## src/alu_core_map.svh

```systemverilog
// constants for the arithmetic core: data-map offsets, flag positions, reset values
// assumes the includer compiles the package alu_core_pkg alongside
`ifndef ALU_CORE_MAP_SVH
`define ALU_CORE_MAP_SVH
`define A_PCL_ADDR    8'h02
`define A_STATUS_ADDR 8'h04
`define A_PCH_ADDR    8'h03
`define A_ACC_ADDR    8'h0a
`define A_PRODL_ADDR  8'h18
`define A_PRODH_ADDR  8'h19
`define F_CARRY       0
`define F_HALF        1
`define F_ZERO        2
`define F_OVF         3
`define RST_BYTE      8'h00
`define RST_PC        16'h0000
`define RST_INSN      16'h0000
`endif

```

## src/alu_core_pkg.sv

```systemverilog
// types for the arithmetic core
// assumes nothing of its surroundings
package alu_core_pkg;
  typedef enum logic [3:0] {
    OP_NOP, OP_ADD, OP_ADDC, OP_SUB, OP_SUBB, OP_AND, OP_IOR, OP_XOR,
    OP_RLC, OP_RRC, OP_MUL, OP_MOVWF, OP_MOVFF, OP_BRANCH, OP_TABLE
  } alu_op_t;
  typedef struct packed {
    alu_op_t    op;
    logic [7:0] src;
    logic [7:0] dst;
    logic       to_acc;
  } decode_t;
  typedef struct packed {
    logic [7:0] addr;
    logic [7:0] wdata;
    logic       we;
  } dbus_t;
  typedef enum logic {ST_RUN, ST_FLUSH} pipe_state_t;
endpackage

```

## src/alu_status_multiplier_core.sv

```systemverilog
// arithmetic core: two-stage fetch/execute, 8-bit unit, status flags, 8x8 multiplier
// the decoder supplies the operation for the word in execute; data memory
// answers the source read combinationally in the same cycle
`timescale 1ns/1ps
`default_nettype none
`include "alu_core_map.svh"
module alu_status_multiplier_core
  import alu_core_pkg::*;
(
  input  wire logic        clock_i,
  input  wire logic        rst_n_i,
  input  wire logic [15:0] insn_i,
  input  wire decode_t     dec_i,
  input  wire logic [7:0]  file_rdata_i,
  input  wire logic [7:0]  sfr_addr_i,
  input  wire logic        sfr_we_i,
  input  wire logic [7:0]  sfr_wdata_i,
  input  wire logic        sfr_re_i,
  output logic      [15:0] pc_o,
  output logic      [15:0] exec_insn_o,
  output logic      [7:0]  file_raddr_o,
  output dbus_t            dbus_o,
  output logic      [7:0]  accumulator_o,
  output logic      [7:0]  arith_status_reg_o,
  output logic      [15:0] product_o,
  output logic      [7:0]  sfr_rdata_o,
  output logic             stall_o
);
  logic [15:0] pc_r;
  logic [15:0] insn_r;
  logic [7:0]  accumulator_reg;
  logic [3:0]  arith_status_reg;
  logic [15:0] prod_r;
  logic [7:0]  sfr_rdata_r;
  dbus_t       dbus_r;
  pipe_state_t pstate_r;
  logic [7:0]  a_op;
  logic [7:0]  b_op;
  logic [8:0]  sum;
  logic [4:0]  low_sum;
  logic [7:0]  res;
  logic        c_nxt;
  logic        dc_nxt;
  logic        ov_nxt;
  logic        arith;
  logic        logic_op;
  logic        shift_op;
  logic        cin;
  logic        sub;
  logic        exec_ok;

  ////////////////////////////////////////////////////////////////////////////
  // accumulator and file operand
  assign a_op     = accumulator_reg;
  assign b_op     = file_rdata_i;
  assign exec_ok  = (pstate_r == ST_RUN);
  assign sub      = (dec_i.op == OP_SUB) || (dec_i.op == OP_SUBB);
  assign arith    = (dec_i.op == OP_ADD) || (dec_i.op == OP_ADDC) || sub;
  assign logic_op = (dec_i.op == OP_AND) || (dec_i.op == OP_IOR) || (dec_i.op == OP_XOR);
  assign shift_op = (dec_i.op == OP_RLC) || (dec_i.op == OP_RRC);
  // borrow convention: carry set means no borrow, so subtract-with-borrow adds carry
  assign cin      = (dec_i.op == OP_ADDC || dec_i.op == OP_SUBB) ? arith_status_reg[`F_CARRY]
                                                                 : sub;

  ////////////////////////////////////////////////////////////////////////////
  // two's complement add path
  always_comb begin
    logic [7:0] bx;
    bx      = sub ? ~a_op : a_op;
    sum     = {1'b0, b_op} + {1'b0, bx} + {8'h00, cin};
    low_sum = {1'b0, b_op[3:0]} + {1'b0, bx[3:0]} + {4'h0, cin};
    res     = sum[7:0];
    c_nxt   = sum[8];
    dc_nxt  = low_sum[4];
    ov_nxt  = (b_op[7] == bx[7]) && (sum[7] != b_op[7]);
    unique case (dec_i.op)
      OP_AND:  res = a_op & b_op;
      OP_IOR:  res = a_op | b_op;
      OP_XOR:  res = a_op ^ b_op;
      OP_RLC: begin
        res   = {b_op[6:0], arith_status_reg[`F_CARRY]};
        c_nxt = b_op[7];
      end
      OP_RRC: begin
        res   = {arith_status_reg[`F_CARRY], b_op[7:1]};
        c_nxt = b_op[0];
      end
      OP_MOVWF: res = a_op;
      OP_MOVFF: res = b_op;
      default: ;
    endcase
  end

  ////////////////////////////////////////////////////////////////////////////
  // fetch stage, one flush cycle after two-cycle ops
  always_ff @(posedge clock_i or negedge rst_n_i) begin
    if (!rst_n_i) begin
      pc_r     <= `RST_PC;
      insn_r   <= `RST_INSN;
      pstate_r <= ST_RUN;
    end else if (sfr_we_i && sfr_addr_i == `A_PCL_ADDR) begin
      pc_r[7:0] <= sfr_wdata_i;
      pstate_r  <= ST_FLUSH;
    end else if (sfr_we_i && sfr_addr_i == `A_PCH_ADDR) begin
      pc_r[15:8] <= sfr_wdata_i;
      pstate_r   <= ST_FLUSH;
    end else if (exec_ok && (dec_i.op == OP_BRANCH || dec_i.op == OP_TABLE)) begin
      pstate_r <= ST_FLUSH;
      if (dec_i.op == OP_BRANCH)
        pc_r <= {dec_i.dst, dec_i.src};
      insn_r <= `RST_INSN;
    end else begin
      pstate_r <= ST_RUN;
      pc_r     <= pc_r + 16'h0001;
      insn_r   <= insn_i;
    end
  end

  ////////////////////////////////////////////////////////////////////////////
  // flag update per op; sfr write loses to a same-cycle arithmetic, logic or shift op
  always_ff @(posedge clock_i or negedge rst_n_i) begin
    if (!rst_n_i) begin
      arith_status_reg <= 4'h0;
    end else if (exec_ok && arith) begin
      arith_status_reg <= {ov_nxt, (res == 8'h00), dc_nxt, c_nxt};
    end else if (exec_ok && logic_op) begin
      arith_status_reg[`F_ZERO] <= (res == 8'h00);
    end else if (exec_ok && shift_op) begin
      arith_status_reg[`F_CARRY] <= c_nxt;
    end else if (sfr_we_i && sfr_addr_i == `A_STATUS_ADDR) begin
      arith_status_reg <= sfr_wdata_i[3:0];
    end
  end

  ////////////////////////////////////////////////////////////////////////////
  // accumulator also written through the data map
  always_ff @(posedge clock_i or negedge rst_n_i) begin
    if (!rst_n_i) begin
      accumulator_reg <= `RST_BYTE;
    end else if (exec_ok && dec_i.to_acc && (arith || logic_op || shift_op)) begin
      accumulator_reg <= res;
    end else if (sfr_we_i && sfr_addr_i == `A_ACC_ADDR) begin
      accumulator_reg <= sfr_wdata_i;
    end
  end

  ////////////////////////////////////////////////////////////////////////////
  // single-cycle product
  always_ff @(posedge clock_i or negedge rst_n_i) begin
    if (!rst_n_i)
      prod_r <= {`RST_BYTE, `RST_BYTE};
    else if (exec_ok && dec_i.op == OP_MUL)
      prod_r <= {8'h00, a_op} * {8'h00, b_op};
  end

  ////////////////////////////////////////////////////////////////////////////
  // file results, including file-to-file moves
  always_ff @(posedge clock_i or negedge rst_n_i) begin
    if (!rst_n_i) begin
      dbus_r <= '0;
    end else begin
      dbus_r.addr  <= dec_i.dst;
      dbus_r.wdata <= res;
      dbus_r.we    <= exec_ok && !dec_i.to_acc &&
                      (arith || logic_op || shift_op || dec_i.op == OP_MOVWF || dec_i.op == OP_MOVFF);
    end
  end

  always_ff @(posedge clock_i or negedge rst_n_i) begin
    if (!rst_n_i)
      sfr_rdata_r <= `RST_BYTE;
    else if (sfr_re_i)
      unique case (sfr_addr_i)
        `A_PCL_ADDR:    sfr_rdata_r <= pc_r[7:0];
        `A_PCH_ADDR:    sfr_rdata_r <= pc_r[15:8];
        `A_STATUS_ADDR: sfr_rdata_r <= {4'h0, arith_status_reg};
        `A_ACC_ADDR:    sfr_rdata_r <= accumulator_reg;
        `A_PRODL_ADDR:  sfr_rdata_r <= prod_r[7:0];
        `A_PRODH_ADDR:  sfr_rdata_r <= prod_r[15:8];
        default:        sfr_rdata_r <= `RST_BYTE;
      endcase
  end

  assign pc_o               = pc_r;
  assign exec_insn_o        = insn_r;
  assign file_raddr_o       = dec_i.src;
  assign dbus_o             = dbus_r;
  assign accumulator_o      = accumulator_reg;
  assign arith_status_reg_o = {4'h0, arith_status_reg};
  assign product_o          = prod_r;
  assign sfr_rdata_o        = sfr_rdata_r;
  assign stall_o            = (pstate_r == ST_FLUSH);

  ////////////////////////////////////////////////////////////////////////////
  property p_zero;
    @(posedge clock_i) disable iff (!rst_n_i)
      (exec_ok && arith) |=> arith_status_reg[`F_ZERO] == ($past(res) == 8'h00);
  endproperty
  a_zero: assert property (p_zero) else $error("zero flag wrong");
  property p_carry;
    @(posedge clock_i) disable iff (!rst_n_i)
      (exec_ok && arith && !sub && dec_i.op == OP_ADD) |=>
        arith_status_reg[`F_CARRY] == ($past({1'b0, b_op}) + $past({1'b0, a_op}) > 9'h0ff);
  endproperty
  a_carry: assert property (p_carry) else $error("carry wrong");
  property p_borrow;
    @(posedge clock_i) disable iff (!rst_n_i)
      (exec_ok && dec_i.op == OP_SUB) |=> arith_status_reg[`F_CARRY] == ($past(b_op) >= $past(a_op));
  endproperty
  a_borrow: assert property (p_borrow) else $error("borrow wrong");
  property p_half;
    @(posedge clock_i) disable iff (!rst_n_i)
      (exec_ok && dec_i.op == OP_ADD) |=>
        arith_status_reg[`F_HALF] == ({1'b0, $past(a_op[3:0])} + {1'b0, $past(b_op[3:0])} > 5'h0f);
  endproperty
  a_half: assert property (p_half) else $error("half carry wrong");
  property p_ovf;
    @(posedge clock_i) disable iff (!rst_n_i)
      (exec_ok && dec_i.op == OP_ADD) |=> arith_status_reg[`F_OVF] ==
        ($signed({$past(a_op[7]), $past(a_op)}) + $signed({$past(b_op[7]), $past(b_op)}) > 127 ||
         $signed({$past(a_op[7]), $past(a_op)}) + $signed({$past(b_op[7]), $past(b_op)}) < -128);
  endproperty
  a_ovf: assert property (p_ovf) else $error("overflow wrong");
  property p_mul;
    @(posedge clock_i) disable iff (!rst_n_i)
      (exec_ok && dec_i.op == OP_MUL) |=> prod_r == $past(a_op) * $past(b_op);
  endproperty
  a_mul: assert property (p_mul) else $error("product wrong");
  property p_flush;
    @(posedge clock_i) disable iff (!rst_n_i)
      (exec_ok && dec_i.op == OP_BRANCH && !sfr_we_i) |=> stall_o ##1 !stall_o || sfr_we_i;
  endproperty
  a_flush: assert property (p_flush) else $error("branch not two cycles");
  property p_fetch;
    @(posedge clock_i) disable iff (!rst_n_i)
      (exec_ok && !sfr_we_i && dec_i.op != OP_BRANCH && dec_i.op != OP_TABLE) |=>
        insn_r == $past(insn_i) && pc_r == $past(pc_r) + 16'h0001;
  endproperty
  a_fetch: assert property (p_fetch) else $error("fetch not single cycle");
  property p_acc;
    @(posedge clock_i) disable iff (!rst_n_i)
      (exec_ok && dec_i.op == OP_MOVFF) |=> accumulator_reg == $past(accumulator_reg) || $past(sfr_we_i);
  endproperty
  a_acc: assert property (p_acc) else $error("file move touched accumulator");
  property p_sub_half;
    @(posedge clock_i) disable iff (!rst_n_i)
      (exec_ok && dec_i.op == OP_SUB) |=> arith_status_reg[`F_HALF] == ($past(b_op[3:0]) >= $past(a_op[3:0]));
  endproperty
  a_sub_half: assert property (p_sub_half) else $error("digit borrow wrong");
  property p_sub_ovf;
    @(posedge clock_i) disable iff (!rst_n_i)
      (exec_ok && dec_i.op == OP_SUB) |=> arith_status_reg[`F_OVF] ==
        ($signed({$past(b_op[7]), $past(b_op)}) - $signed({$past(a_op[7]), $past(a_op)}) > 127 ||
         $signed({$past(b_op[7]), $past(b_op)}) - $signed({$past(a_op[7]), $past(a_op)}) < -128);
  endproperty
  a_sub_ovf: assert property (p_sub_ovf) else $error("subtract overflow wrong");
  property p_logic_keep;
    @(posedge clock_i) disable iff (!rst_n_i)
      (exec_ok && logic_op) |=> arith_status_reg[`F_CARRY] == $past(arith_status_reg[`F_CARRY]) &&
        arith_status_reg[`F_OVF] == $past(arith_status_reg[`F_OVF]);
  endproperty
  a_logic_keep: assert property (p_logic_keep) else $error("logic op touched carry or overflow");
  property p_and_zero;
    @(posedge clock_i) disable iff (!rst_n_i)
      (exec_ok && dec_i.op == OP_AND) |=> arith_status_reg[`F_ZERO] == (($past(a_op) & $past(b_op)) == 8'h00);
  endproperty
  a_and_zero: assert property (p_and_zero) else $error("logic zero flag wrong");
  property p_rlc;
    @(posedge clock_i) disable iff (!rst_n_i)
      (exec_ok && dec_i.op == OP_RLC && dec_i.to_acc) |=>
        accumulator_reg == {$past(b_op[6:0]), $past(arith_status_reg[`F_CARRY])} &&
        arith_status_reg[`F_CARRY] == $past(b_op[7]);
  endproperty
  a_rlc: assert property (p_rlc) else $error("rotate wrong");
  property p_table;
    @(posedge clock_i) disable iff (!rst_n_i)
      (exec_ok && dec_i.op == OP_TABLE && !sfr_we_i) |=>
        stall_o && insn_r == `RST_INSN && pc_r == $past(pc_r);
  endproperty
  a_table: assert property (p_table) else $error("table move not two cycles");
  property p_pc_low;
    @(posedge clock_i) disable iff (!rst_n_i)
      (sfr_we_i && sfr_addr_i == `A_PCL_ADDR) |=> pc_r[7:0] == $past(sfr_wdata_i) && stall_o;
  endproperty
  a_pc_low: assert property (p_pc_low) else $error("mapped pc write wrong");
  property p_file_move;
    @(posedge clock_i) disable iff (!rst_n_i)
      (exec_ok && dec_i.op == OP_MOVFF && !dec_i.to_acc) |=>
        dbus_r.we && dbus_r.addr == $past(dec_i.dst) && dbus_r.wdata == $past(b_op);
  endproperty
  a_file_move: assert property (p_file_move) else $error("file to file move wrong");
  property p_acc_read;
    @(posedge clock_i) disable iff (!rst_n_i)
      (sfr_re_i && sfr_addr_i == `A_ACC_ADDR) |=> sfr_rdata_r == $past(accumulator_reg);
  endproperty
  a_acc_read: assert property (p_acc_read) else $error("mapped accumulator read wrong");
  property p_stall_ignore;
    @(posedge clock_i) disable iff (!rst_n_i)
      (!exec_ok && !sfr_we_i) |=>
        accumulator_reg == $past(accumulator_reg) && prod_r == $past(prod_r) && !dbus_r.we;
  endproperty
  a_stall_ignore: assert property (p_stall_ignore) else $error("op executed in flush cycle");
  c_table:   cover property (@(posedge clock_i) exec_ok && dec_i.op == OP_TABLE);
  c_add_ovf: cover property (@(posedge clock_i) exec_ok && dec_i.op == OP_ADD ##1 arith_status_reg[`F_OVF]);
  c_sub:     cover property (@(posedge clock_i) exec_ok && dec_i.op == OP_SUB);
  c_mul:     cover property (@(posedge clock_i) exec_ok && dec_i.op == OP_MUL);
  c_branch:  cover property (@(posedge clock_i) stall_o);
endmodule
`default_nettype wire

```

## config.mk

```make
export PLATFORM = sky130hd
export DESIGN_NAME = alu_status_multiplier_core
export DESIGN_NICKNAME = d
export VERILOG_FILES = /design/src/alu_core_pkg.sv /design/src/alu_status_multiplier_core.sv
export VERILOG_INCLUDE_DIRS = /design/src
export SDC_FILE = /design/constraint.sdc
export NUM_CORES = 1
export LEC_CHECK = 0
export BUFFER_PORTS_ARGS = -buffer_cell sky130_fd_sc_hd__buf_4
export CAP_MARGIN = 20
export CORE_ASPECT_RATIO = 0.7
export CORE_MARGIN = 2
export CORE_UTILIZATION = 25
export CTS_BUF_LIST = sky130_fd_sc_hd__clkbuf_16
export CTS_CLUSTER_DIAMETER = 80
export DETAILED_ROUTE_END_ITERATION = 6
export PLACE_DENSITY_LB_ADDON = 0.3
export SYNTH_ARGS = -nofsm -noshare
export SYNTH_HDL_FRONTEND = slang
export SYNTH_SLANG_ARGS = --single-unit
```

## constraint.sdc

```tcl
create_clock -name clock_i -period 4.48 [get_ports clock_i]
set_input_delay 0.896 -clock clock_i [delete_from_list [all_inputs] [get_ports clock_i]]
set_output_delay 0.896 -clock clock_i [all_outputs]
set_load 0.01 [all_outputs]
```

# After elaboration in Yosys (flattened, before gate mapping)
# Index checks and enable logic that the tools add are counted.
[word_totals]
register_bits = 86
latch_bits = 0
mem_bits_rw = 0
romBits = 0
output_inout_bits = 98
wordCells = 115
n_memories = 0
[classes]
addsub = 5
multipliers = 1
div = 0
n_lt_le_gt_ge = 0
n_eq_ne = 28
n_shift = 0
n_mux = 23
bitwise_logic = 7
reduce_logical = 38
[ops]
columns = ["cell", "count"]
rows = [
  ["one-hot mux 8 bit (7 select lines)", 1],
  ["two-way mux 16 bit", 3],
  ["two-way mux 8 bit", 6],
  ["one-hot mux 8 bit (6 select lines)", 1],
  ["equality test 4 bit (second input constant)", 7],
  ["adder 16 x 1 -> 16 bit (second input constant)", 1],
  ["equality test 4 x 3 -> 1 bit (second input constant)", 4],
  ["equality test 8 x 2 -> 1 bit (second input constant)", 2],
  ["equality test 8 x 5 -> 1 bit (second input constant)", 2],
  ["multiplier 8 x 8 -> 16 bit", 1],
  ["logical AND 1 bit", 14],
  ["logical OR 1 bit", 12],
  ["AND reduction 2 bit", 5],
  ["adder 8 x 8 -> 9 bit", 1],
  ["adder 9 x 1 -> 9 bit", 1],
  ["!= test 3 bit (second input constant)", 3],
  ["AND 8 bit", 1],
  ["equality test 4 x 2 -> 1 bit (second input constant)", 2],
  ["equality test 8 x 3 -> 1 bit (second input constant)", 1],
  ["equality test 8 x 4 -> 1 bit (second input constant)", 1],
  ["logical NOT 8 bit", 1],
  ["two-way mux 4 bit", 2],
  ["inverter 8 bit", 1],
  ["bitwise OR 8 bit", 1],
  ["16 further kinds", 28],
]

# Longest topological paths before layout
# Gate-level depths: netlist of the first run.
[depth]
word_depth = 9
mapped_depth = 18
mapped_depth_nobuf = 18

# Least setup slack after synthesis of the first run
# No wires, ideal clock.
[synth_path]
path_kind = "input to register"
start = "input file_rdata_i[7]"
end = "register prod_r[14], in the netlist product_o[14]"
t_arrival_ps = 4583
t_required_ps = 4350
setup_slack_ps = -233
stages = 14
path_buffers = 0
path_cell_list = "clkinv_1 nor2_1 fa_1 fa_1 fa_1 inv_1 fa_1 inv_1 ha_1 a2111oi_0 nor3_1 a211oi_1 xor2_1 o21ai_1"
[synth_between]
elab_chain_cells = 1
[synth_lines]
columns = ["element", "line", "rtl"]
rows = [
  ["from (decl)", "alu_status_multiplier_core.sv:14", "input wire logic [7:0] file_rdata_i,"],
  ["multiplier 8 x 8 -> 16 bit", "alu_status_multiplier_core.sv:153", "prod_r <= {8'h00, a_op} * {8'h00, b_op};"],
  ["to (signal assigned)", "alu_status_multiplier_core.sv:151", "prod_r <= {`RST_BYTE, `RST_BYTE};"],
  ["to (signal assigned)", "alu_status_multiplier_core.sv:153", ""],
  ["to (decl)", "alu_status_multiplier_core.sv:33", "logic [15:0] prod_r;"],
]
# Every way passes these cells.
# A chain may end at the register's enable or synchronous reset.

# Worst setup path in the final report of the first run
[layout_path]
start = "register accumulator_reg[4], in the netlist accumulator_o[4]"
end = "register prod_r[15], in the netlist product_o[15]"
[layout_between]
elab_chain_cells = 1
[layout_lines]
columns = ["element", "line", "rtl"]
rows = [
  ["from (decl)", "alu_status_multiplier_core.sv:31", "logic [7:0] accumulator_reg;"],
  ["from (signal assigned)", "alu_status_multiplier_core.sv:139", "accumulator_reg <= `RST_BYTE;"],
  ["from (signal assigned)", "alu_status_multiplier_core.sv:141", "accumulator_reg <= res;"],
  ["from (signal assigned)", "alu_status_multiplier_core.sv:143", "accumulator_reg <= sfr_wdata_i;"],
  ["multiplier 8 x 8 -> 16 bit", "alu_status_multiplier_core.sv:153", ""],
]
# Every way passes these cells.

==> impl_metrics.py, run 1 <==
metrics = {
    "setup_path": {
        "cp-start-kind": "flop",
        "crit_fanout": 5,
        "reg2reg_slack_ns": 0.04,
        "cp.arrival_ns": 4.64,
        "crit_type": "flop to flop",
        "rr_worst_depth": 16,
        "crit_start": "accumulator_o[4]$_DFFE_PN0P_",
        "reg2reg_from": "accumulator_o[4]$_DFFE_PN0P_",
        "cp.required_ns": 4.68,
        "critPathCaptureType": "flop",
        "regToRegEndpoint": "product_o[15]$_DFFE_PN0P_",
    },
    "timing": {
        "post-route-min-period_ns": 4.44,
        "finClkSkew_ns": 0.00871,
        "post-route-period-util": 0.991,
        "rsz0062_at_grt": "true",
        "fmax_ghz": 0.225,
        "setup_violations": 0,
        "max-slew-margin-rel": 0.371,
        "worst_pin_slew_ns": 0.940,
        "hold_viol": 0,
        "final.setup.tns_ns": 0,
        "slew_violations": 0,
    },
    "floorplanning": {
        "die_y_um": 150,
        "die_x_um": 212,
        "num_io_pins": 163,
        "initial_core_util": 0.254,
        "dieArea_um2": 31800,
        "num_rows": 53,
        "core_area_um2": 29900,
    },
    "power": {
        "peakVddDrop_mv": 0.780,
        "leakagePower_nw": 4.86,
        "power.density_nw_per_um2": 850,
    },
    "yosys": {
        "synthesis.area_um2": 7580,
        "synth_area_leaders": "dfrtp_1 (28%), fa_1 (10%), ha_1 (9.9%)",
        "synth-edff-count": 0,
        "yosysUniqueCellTypes": 66,
        "syn_inst": 875,
        "ys.flop_type": "dfrtp_1",
        "synth_top_area_cell": "dfrtp_1",
        "yosys_warnings": 0,
        "yosysSeqAreaShare": 0.284,
        "async_flop_share": 1.00,
        "synth_top_area_share": 0.284,
        "synth_common_cells": "nor2_1 (94), nand2_1 (93), dfrtp_1 (86), inv_1 (66), ha_1 (60)",
        "syn_avg_cell_area_um2": 8.67,
        "yosysMostFrequentCell": "nor2_1",
        "ys_seq_elements": 86,
    },
    "finish": {
        "fill_cells": 3175,
        "insertedDiodeCount": 0,
        "fin_util": 0.346,
        "drive_above_1_share": 0.312,
        "largest_reg_flops": 17,
        "area_growth_pct": 36.3,
        "fin_nets": 1258,
        "fin_area_um2": 10300,
    },
    "global_route": {
        "first_global_vias": 7092,
        "grt_start_max_net_pins": 63,
        "antenna_found_initial": 1,
        "grt_pass1_wl_um": 42700,
        "grt_use_total": 0.178,
        "gr-total-overflow": 0,
    },
    "cts": {
        "clockRootBuffer": "clkbuf_16",
        "cts_buffer_depth": 2,
        "cts_num_sinks": 86,
        "htree_levels": 3,
        "cts_tree": "yes",
        "hold_buffers": 0,
        "cts-buffers-inserted": 9,
        "clock_latency_ns": 0.35,
        "clk_pin_slew_ns": 0.07,
    },
    "drt": {
        "detail-route-antenna-nets": 0,
        "wl_per_cell_um": 18.7,
        "wirelength_um": 28300,
        "viasPerCell": 4.75,
        "drtPass1Iterations": 4,
        "drc": 0,
        "drt-initial-drc-count": 461,
        "vias": 7177,
    },
    "placement": {
        "gp_congestion": 0.927,
        "port_buffers": 158,
        "dp.final_hpwl_um": 22800,
        "place_area_um2": 9770,
    },
    "min_path": {
        "hp-start": "exec_insn_o[4]$_DFFE_PN0P_",
        "hold_depth": 2,
        "worstHoldEndpoint": "exec_insn_o[4]$_DFFE_PN0P_",
        "hold_path_class": "flop to flop",
    },
    "flow_run": {
        "maxCapViolations": 0,
    },
    "outcome": {
        "status": "finished clean",
    },
}
-- critical path, cell delays in order (launching register included) --
cell	delay [ns]
dfrtp_1	0.49
clkinvlp_4	0.26
nor2_4	0.17
fa_1	0.42
fa_1	0.51
fa_1	0.56
inv_2	0.04
fa_1	0.34
inv_1	0.07
ha_1	0.24
a21o_1	0.19
a21oi_2	0.15
o21ai_1	0.10
or3_1	0.40
o22ai_2	0.12
xnor2_1	0.14
o21ai_1	0.07
-- layout make-up --
cell class	instances	area [µm²]	area share
tap	412	515	0.0499
clock buffer	9	225	0.0218
sequential	86	2150	0.208
timing repair buffer	254	1910	0.185
clock inverter	6	110	0.0106
multi-input combinational	664	5080	0.492
inverter	80	337	0.0326
-- routing by layer --
| layer | global-route usage | vias to the layer above | part of all wire |
|---|---|---|---|
| met2 | 0.240 | 225 | 0.40 |
| met3 | 0.0504 | 22 | 0.079 |
| li1 | - | 3453 | - |
| met1 | 0.277 | 3477 | 0.50 |
| met4 | 0.0327 | 0 | 0.013 |
| met5 | 0 | - | 0 |
-- power by group --
group / switching [mW] / leakage (nW) / internal (mW) / total, mW
clock network: 0.321 / 0.160 / 0.542 / 0.863
logic: 3.41 / 3.67 / 3.22 / 6.63
registers: 0.303 / 1.04 / 0.992 / 1.29
total: 4.03 / 4.86 / 4.76 / 8.79
-- logic make-up (layout without fill, tap and decap cells) --
group / count (synthesis) / after routing / share of synthesized area
AOI/OAI and AO/OA: 199 / 199 / 0.171
xor gates and xnor gates: 39 / 39 / 0.0450
adders and majority gates: 98 / 98 / 0.199
buffers and inverters: 128 / 349 / 0.0759
DFF: 86 / 86 / 0.284
muxes: 35 / 35 / 0.0483
other: 1 / 4 / 0.000494
and+or+nand+nor: 289 / 289 / 0.176
-- cells in the final DEF (no fill, tap or decap), types with 11 or more instances in the layout --
| cell type | count |
|---|---|
| a21oi_1 | 32 |
| a22oi_1 | 21 |
| buf_4 | 253 |
| dfrtp_1 | 86 |
| fa_1 | 34 |
| ha_1 | 53 |
| inv_1 | 62 |
| mux2_2 | 13 |
| mux2i_1 | 22 |
| nand2_1 | 93 |
| nand3_1 | 36 |
| nor2_1 | 81 |
| nor3_1 | 13 |
| o211ai_1 | 11 |
| o21ai_0 | 51 |
| xnor2_1 | 22 |
| xor2_1 | 17 |
-- metrics by stage --
| stage | worst slack (ns) | total power [mW] | hold slack, ns | std cells |
|---|---|---|---|---|
| after detailed placement | -0.422 | 7.01 | 0.470 | 1490 |
| final | 0.0407 | 8.79 | 0.480 | 1511 |
| after global placement | -0.414 | 7.00 | 0.461 | 1490 |
| after global routing | -0.159 | 9.62 | 0.503 | 1511 |
| after CTS | 0.0000884 | 8.04 | 0.486 | 1505 |
| after floorplan | 0.00219 | 4.59 | 0.514 | 878 |
-- worst max path at each step --
stage / to / slack [ns] / depth (start not counted)
after floorplan: product_o[14]$_DFFE_PN0P_ / 0.002 / 14
after global placement: product_o[14]$_DFFE_PN0P_ / -0.41 / 14
after detailed placement: product_o[14]$_DFFE_PN0P_ / -0.42 / 14
after CTS: product_o[11]$_DFFE_PN0P_ / 0.00009 / 15
after global routing: product_o[15]$_DFFE_PN0P_ / -0.16 / 16
final: product_o[15]$_DFFE_PN0P_ / 0.04 / 16
-- timing repair --
action | CTS | global route
endpoints found under the setup margin | 1 | 7
pin swaps | 1 | 26
buffers inserted | 0 | 7
resized for setup | 4 | 40
(Power assumes the default switching activity.)
==> inputs of run 2 (changes only) <==
clock period = 5 ns   (was 4.48 ns; I/O delays follow)
==> impl_metrics.py, run 2 (same netlist as run 1, synthesis figures left out) <==
metrics = {
    "finish": {
        "insertedDiodeCount": 0,
        "fin_area_um2": 9880,
        "final_cell_mix": "buf_4 (225), nand2_1 (93), nor2_1 (91), dfrtp_1 (86), inv_1 (67)",
        "largest_reg_flops": 17,
        "fin_nets": 1230,
        "finalNonFillerCells": 1484,
        "multi_input_area_um2": 4890,
        "seq_area_um2": 2150,
        "layout_commonest_cell": "buf_4",
        "area_growth_pct": 30.3,
        "drive_above_1_share": 0.257,
        "fill_cells": 3146,
    },
    "timing": {
        "post-route-min-period_ns": 4.75,
        "hold_viol": 0,
        "post-route-period-util": 0.950,
        "fmax_ghz": 0.211,
        "setup_ws_ns": 0.250,
        "setup_violations": 0,
        "slew_violations": 0,
        "rsz0062_at_grt": "false",
        "finClkSkew_ns": 0.00795,
        "final.setup.tns_ns": 0,
        "worst_pin_slew_ns": 0.995,
        "max-slew-margin-rel": 0.335,
    },
    "cts": {
        "clockRootBuffer": "clkbuf_16",
        "cts_tree": "yes",
        "cts-buffers-inserted": 9,
        "cts_num_sinks": 86,
        "htree_levels": 3,
        "clk_pin_slew_ns": 0.07,
        "cts_buffer_depth": 2,
        "clock_latency_ns": 0.35,
    },
    "placement": {
        "dp.final_hpwl_um": 22000,
        "post-place-cells": 1467,
        "gp_congestion": 0.924,
        "place_area_um2": 9530,
        "pre_cts_ws_ns": -0.162,
        "port_buffers": 158,
    },
    "power": {
        "p_total_mw": 6.84,
        "leakagePower_nw": 4.71,
        "peakVddDrop_mv": 0.607,
        "power.density_nw_per_um2": 692,
    },
    "min_path": {
        "hold_path_class": "flop to flop",
        "hp-start": "exec_insn_o[13]$_DFFE_PN0P_",
    },
    "drt": {
        "wl_met1_um": 14200,
        "detail-route-antenna-nets": 0,
        "vias": 7176,
        "wirelength_um": 27600,
        "drt-initial-drc-count": 642,
        "drtPass1Iterations": 5,
        "highest_layer": "met4",
        "dr_wl_met2_um": 11000,
        "viasPerCell": 4.84,
        "drc": 0,
        "wl_per_cell_um": 18.6,
        "wl_met3_um": 1980,
    },
    "floorplanning": {
        "num_rows": 53,
        "die_y_um": 150,
        "initial_core_util": 0.254,
        "num_io_pins": 163,
        "die_x_um": 212,
        "dieArea_um2": 31800,
        "core_area_um2": 29900,
    },
    "setup_path": {
        "reg2reg_slack_ns": 0.33,
        "cp-start-kind": "primary input",
        "critPathCaptureType": "flop",
        "regToRegEndpoint": "product_o[15]$_DFFE_PN0P_",
        "rr_worst_depth": 16,
        "cp.required_ns": 5.20,
        "crit_type": "primary input to flop",
        "crit_fanout": 7,
        "reg2reg_from": "accumulator_o[3]$_DFFE_PN0P_",
        "crit_end": "product_o[15]$_DFFE_PN0P_",
        "cp.arrival_ns": 4.95,
        "crit_start": "file_rdata_i[3]",
    },
    "global_route": {
        "gr-total-overflow": 0,
        "first_global_vias": 6983,
        "grt_pass1_wl_um": 42500,
        "grt_use_total": 0.177,
        "grt_start_max_net_pins": 45,
        "antenna_found_initial": 0,
    },
    "flow_run": {
        "maxCapViolations": 0,
    },
    "outcome": {
        "status": "finished clean",
    },
}
[run 2: repair_timing]
| action | 4_1_cts | 5_1_grt |
|---|---|---|
| hold buffers | 0 | 0 |
| gates resized for setup | 0 | 8 |
| setup buffers | 0 | 0 |
| setup endpoints to repair | 0 | 5 |
[run 2: where the power goes]
part / switching, mW / internal, mW
registers: 0.268 / 0.888
logic: 2.66 / 2.29
clock network: 0.294 / 0.435
[run 2: worst min path at each step]
stage	end	slack (ns)	cells after the start
5_1_grt	exec_insn_o[10]$_DFFE_PN0P_	0.50	2
3_3_place_gp	exec_insn_o[15]$_DFFE_PN0P_	0.46	2
4_1_cts	exec_insn_o[13]$_DFFE_PN0P_	0.48	2
3_5_place_dp	exec_insn_o[13]$_DFFE_PN0P_	0.47	2
6_report	exec_insn_o[13]$_DFFE_PN0P_	0.47	2
2_1_floorplan	exec_insn_o[0]$_DFFE_PN0P_	0.51	2
[run 2: area by class of cell]
class                   instances  area share
clock buffers                   9      0.0228
multi-input cells             664       0.495
inverters                      80      0.0312
well taps                     412      0.0522
flip-flops and latches         86       0.218
repair buffers                226       0.172
clock inverters                 7     0.00899
[run 2: worst max-delay path, stage by stage]
cell,delay [ns]
buf_4,0.10
clkinvlp_4,0.14
nor2_2,0.16
fa_1,0.45
fa_1,0.47
fa_1,0.59
inv_1,0.08
fa_1,0.53
inv_1,0.04
ha_1,0.21
a21o_1,0.19
a21oi_2,0.16
o21ai_0,0.12
or3_1,0.31
o22ai_1,0.15
xnor2_1,0.14
o21ai_0,0.08
[run 2: through the flow]
stage / hold slack [ns] / util
after floorplan: 0.514 / -
after global placement: 0.464 / 0.319
after detailed placement: 0.469 / 0.319
after CTS: 0.484 / 0.329
after global routing: 0.499 / 0.330
final: 0.474 / 0.330
[run 2: routing by layer]
layer	global-route usage	vias up
met4	0.0359	0
met2	0.239	250
li1	-	3421
met3	0.0458	31
met1	0.275	3474
met5	0	-
==> inputs of run 3 (changes only) <==
CTS_BUF_LIST = sky130_fd_sc_hd__clkbuf_8   (was sky130_fd_sc_hd__clkbuf_16)
==> impl_metrics.py, run 3 (same netlist as run 1, synthesis figures left out) <==
metrics = {
    "drt": {
        "drc": 0,
        "vias": 7116,
        "wirelength_um": 27400,
        "drtPass1Iterations": 6,
        "wl_per_cell_um": 18.5,
        "viasPerCell": 4.80,
        "detail-route-antenna-nets": 0,
        "drt-initial-drc-count": 552,
    },
    "floorplanning": {
        "num_rows": 53,
        "die_y_um": 150,
        "die_x_um": 212,
        "initial_core_util": 0.254,
        "core_area_um2": 29900,
        "num_io_pins": 163,
        "dieArea_um2": 31800,
    },
    "setup_path": {
        "reg2reg_slack_ns": 0.27,
        "crit_type": "primary input to flop",
        "cp.required_ns": 5.23,
        "reg2reg_from": "accumulator_o[3]$_DFFE_PN0P_",
        "cp-start-kind": "primary input",
        "regToRegEndpoint": "product_o[15]$_DFFE_PN0P_",
        "crit_fanout": 7,
        "cp.arrival_ns": 5.00,
        "rr_worst_depth": 16,
        "critPathCaptureType": "flop",
    },
    "timing": {
        "fmax_ghz": 0.210,
        "setup_violations": 0,
        "rsz0062_at_grt": "false",
        "post-route-min-period_ns": 4.77,
        "worst_pin_slew_ns": 0.963,
        "finClkSkew_ns": 0.0124,
        "final.setup.tns_ns": 0,
        "max-slew-margin-rel": 0.357,
        "fin_hold_ws_ns": 0.479,
        "hold_viol": 0,
        "slew_violations": 0,
        "post-route-period-util": 0.953,
        "setup_ws_ns": 0.234,
    },
    "cts": {
        "cts-buffers-inserted": 9,
        "clock_latency_ns": 0.38,
        "postCtsSetupBuffers": 0,
        "clk_pin_slew_ns": 0.09,
        "cts_num_sinks": 86,
        "cts_buffer_depth": 2,
        "htree_levels": 3,
        "cts_tree": "yes",
        "hold_buffers": 0,
        "clockRootBuffer": "clkbuf_8",
        "cts_resized": 0,
    },
    "global_route": {
        "grt_use_total": 0.177,
        "gr-total-overflow": 0,
        "first_global_vias": 6969,
        "grt_util_met1": 0.275,
        "grt_pass1_wl_um": 42400,
        "grtUsageMet3": 0.0464,
        "top_usage_layer": "met1",
        "grt_start_max_net_pins": 45,
        "use_met2": 0.238,
        "antenna_found_initial": 0,
    },
    "finish": {
        "fin_area_um2": 9780,
        "seq_area_um2": 2150,
        "fin_util": 0.327,
        "multi_input_area_um2": 4880,
        "area_growth_pct": 29.0,
        "drive_above_1_share": 0.257,
        "insertedDiodeCount": 0,
        "fin_nets": 1230,
        "fill_cells": 3159,
        "final_cell_mix": "buf_4 (225), nand2_1 (93), nor2_1 (91), dfrtp_1 (86), inv_1 (67)",
        "finalNonFillerCells": 1484,
        "largest_reg_flops": 17,
        "layout_commonest_cell": "buf_4",
    },
    "placement": {
        "pre_cts_ws_ns": -0.162,
        "dp.final_hpwl_um": 22000,
        "port_buffers": 158,
        "post-place-cells": 1467,
        "gp_congestion": 0.924,
        "place_area_um2": 9530,
    },
    "min_path": {
        "worstHoldEndpoint": "exec_insn_o[13]$_DFFE_PN0P_",
        "hp-start": "exec_insn_o[13]$_DFFE_PN0P_",
        "hold_path_class": "flop to flop",
        "hold_depth": 2,
    },
    "flow_run": {
        "maxCapViolations": 0,
    },
    "power": {
        "peakVddDrop_mv": 0.597,
        "power.density_nw_per_um2": 678,
        "leakagePower_nw": 4.67,
        "p_total_mw": 6.63,
    },
    "outcome": {
        "status": "finished clean",
    },
}
## run 3: cell count changes in the layout (fill, tap and decap cells not counted), sizes merged
cell | before | now
clkinv | 14 | 13
clkbuf | 9 | 10
## run 3: cell type report
class / instances / share of cell area
Clock inverter: 6 / 0.00870
Timing Repair Buffer: 226 / 0.174
Inverter: 80 / 0.0315
Tap cell: 412 / 0.0527
Clock buffer: 10 / 0.0141
Multi-Input combinational cell: 664 / 0.499
Sequential cell: 86 / 0.220
## run 3: per-layer routing
metal,vias to the layer above,routed length (µm),part of all wire
li1,3410,-,-
met4,0,403,0.015
met3,30,2060,0.075
met5,-,0,0
met1,3436,14000,0.51
met2,240,10900,0.40
## run 3: how the worst max path moves through the flow
| stage | from | endpoint | slack, ns |
|---|---|---|---|
| after floorplan | file_rdata_i[7] | product_o[14]$_DFFE_PN0P_ | 0.18 |
| after global placement | file_rdata_i[3] | product_o[15]$_DFFE_PN0P_ | -0.10 |
| after detailed placement | file_rdata_i[3] | product_o[15]$_DFFE_PN0P_ | -0.16 |
| after CTS | file_rdata_i[3] | product_o[15]$_DFFE_PN0P_ | 0.21 |
| after global routing | file_rdata_i[3] | product_o[15]$_DFFE_PN0P_ | 0.02 |
| final | file_rdata_i[3] | product_o[15]$_DFFE_PN0P_ | 0.23 |
## run 3: power by group
group	total (mW)	switching, mW	internal [mW]	leakage [nW]
Sequential	1.15	0.268	0.887	1.04
Combinational	4.91	2.64	2.27	3.52
Clock	0.566	0.271	0.294	0.114
## run 3: worst max-delay path, stage by stage
cell and delay, ns:
buf_4 0.10, clkinvlp_4 0.14, nor2_2 0.16, fa_1 0.45
fa_1 0.47, fa_1 0.59, inv_1 0.08, fa_1 0.53
inv_1 0.04, ha_1 0.21, a21o_1 0.18, a21oi_1 0.21
o21ai_0 0.14, or3_1 0.32, o22ai_1 0.15, xnor2_1 0.14
o21ai_0 0.08
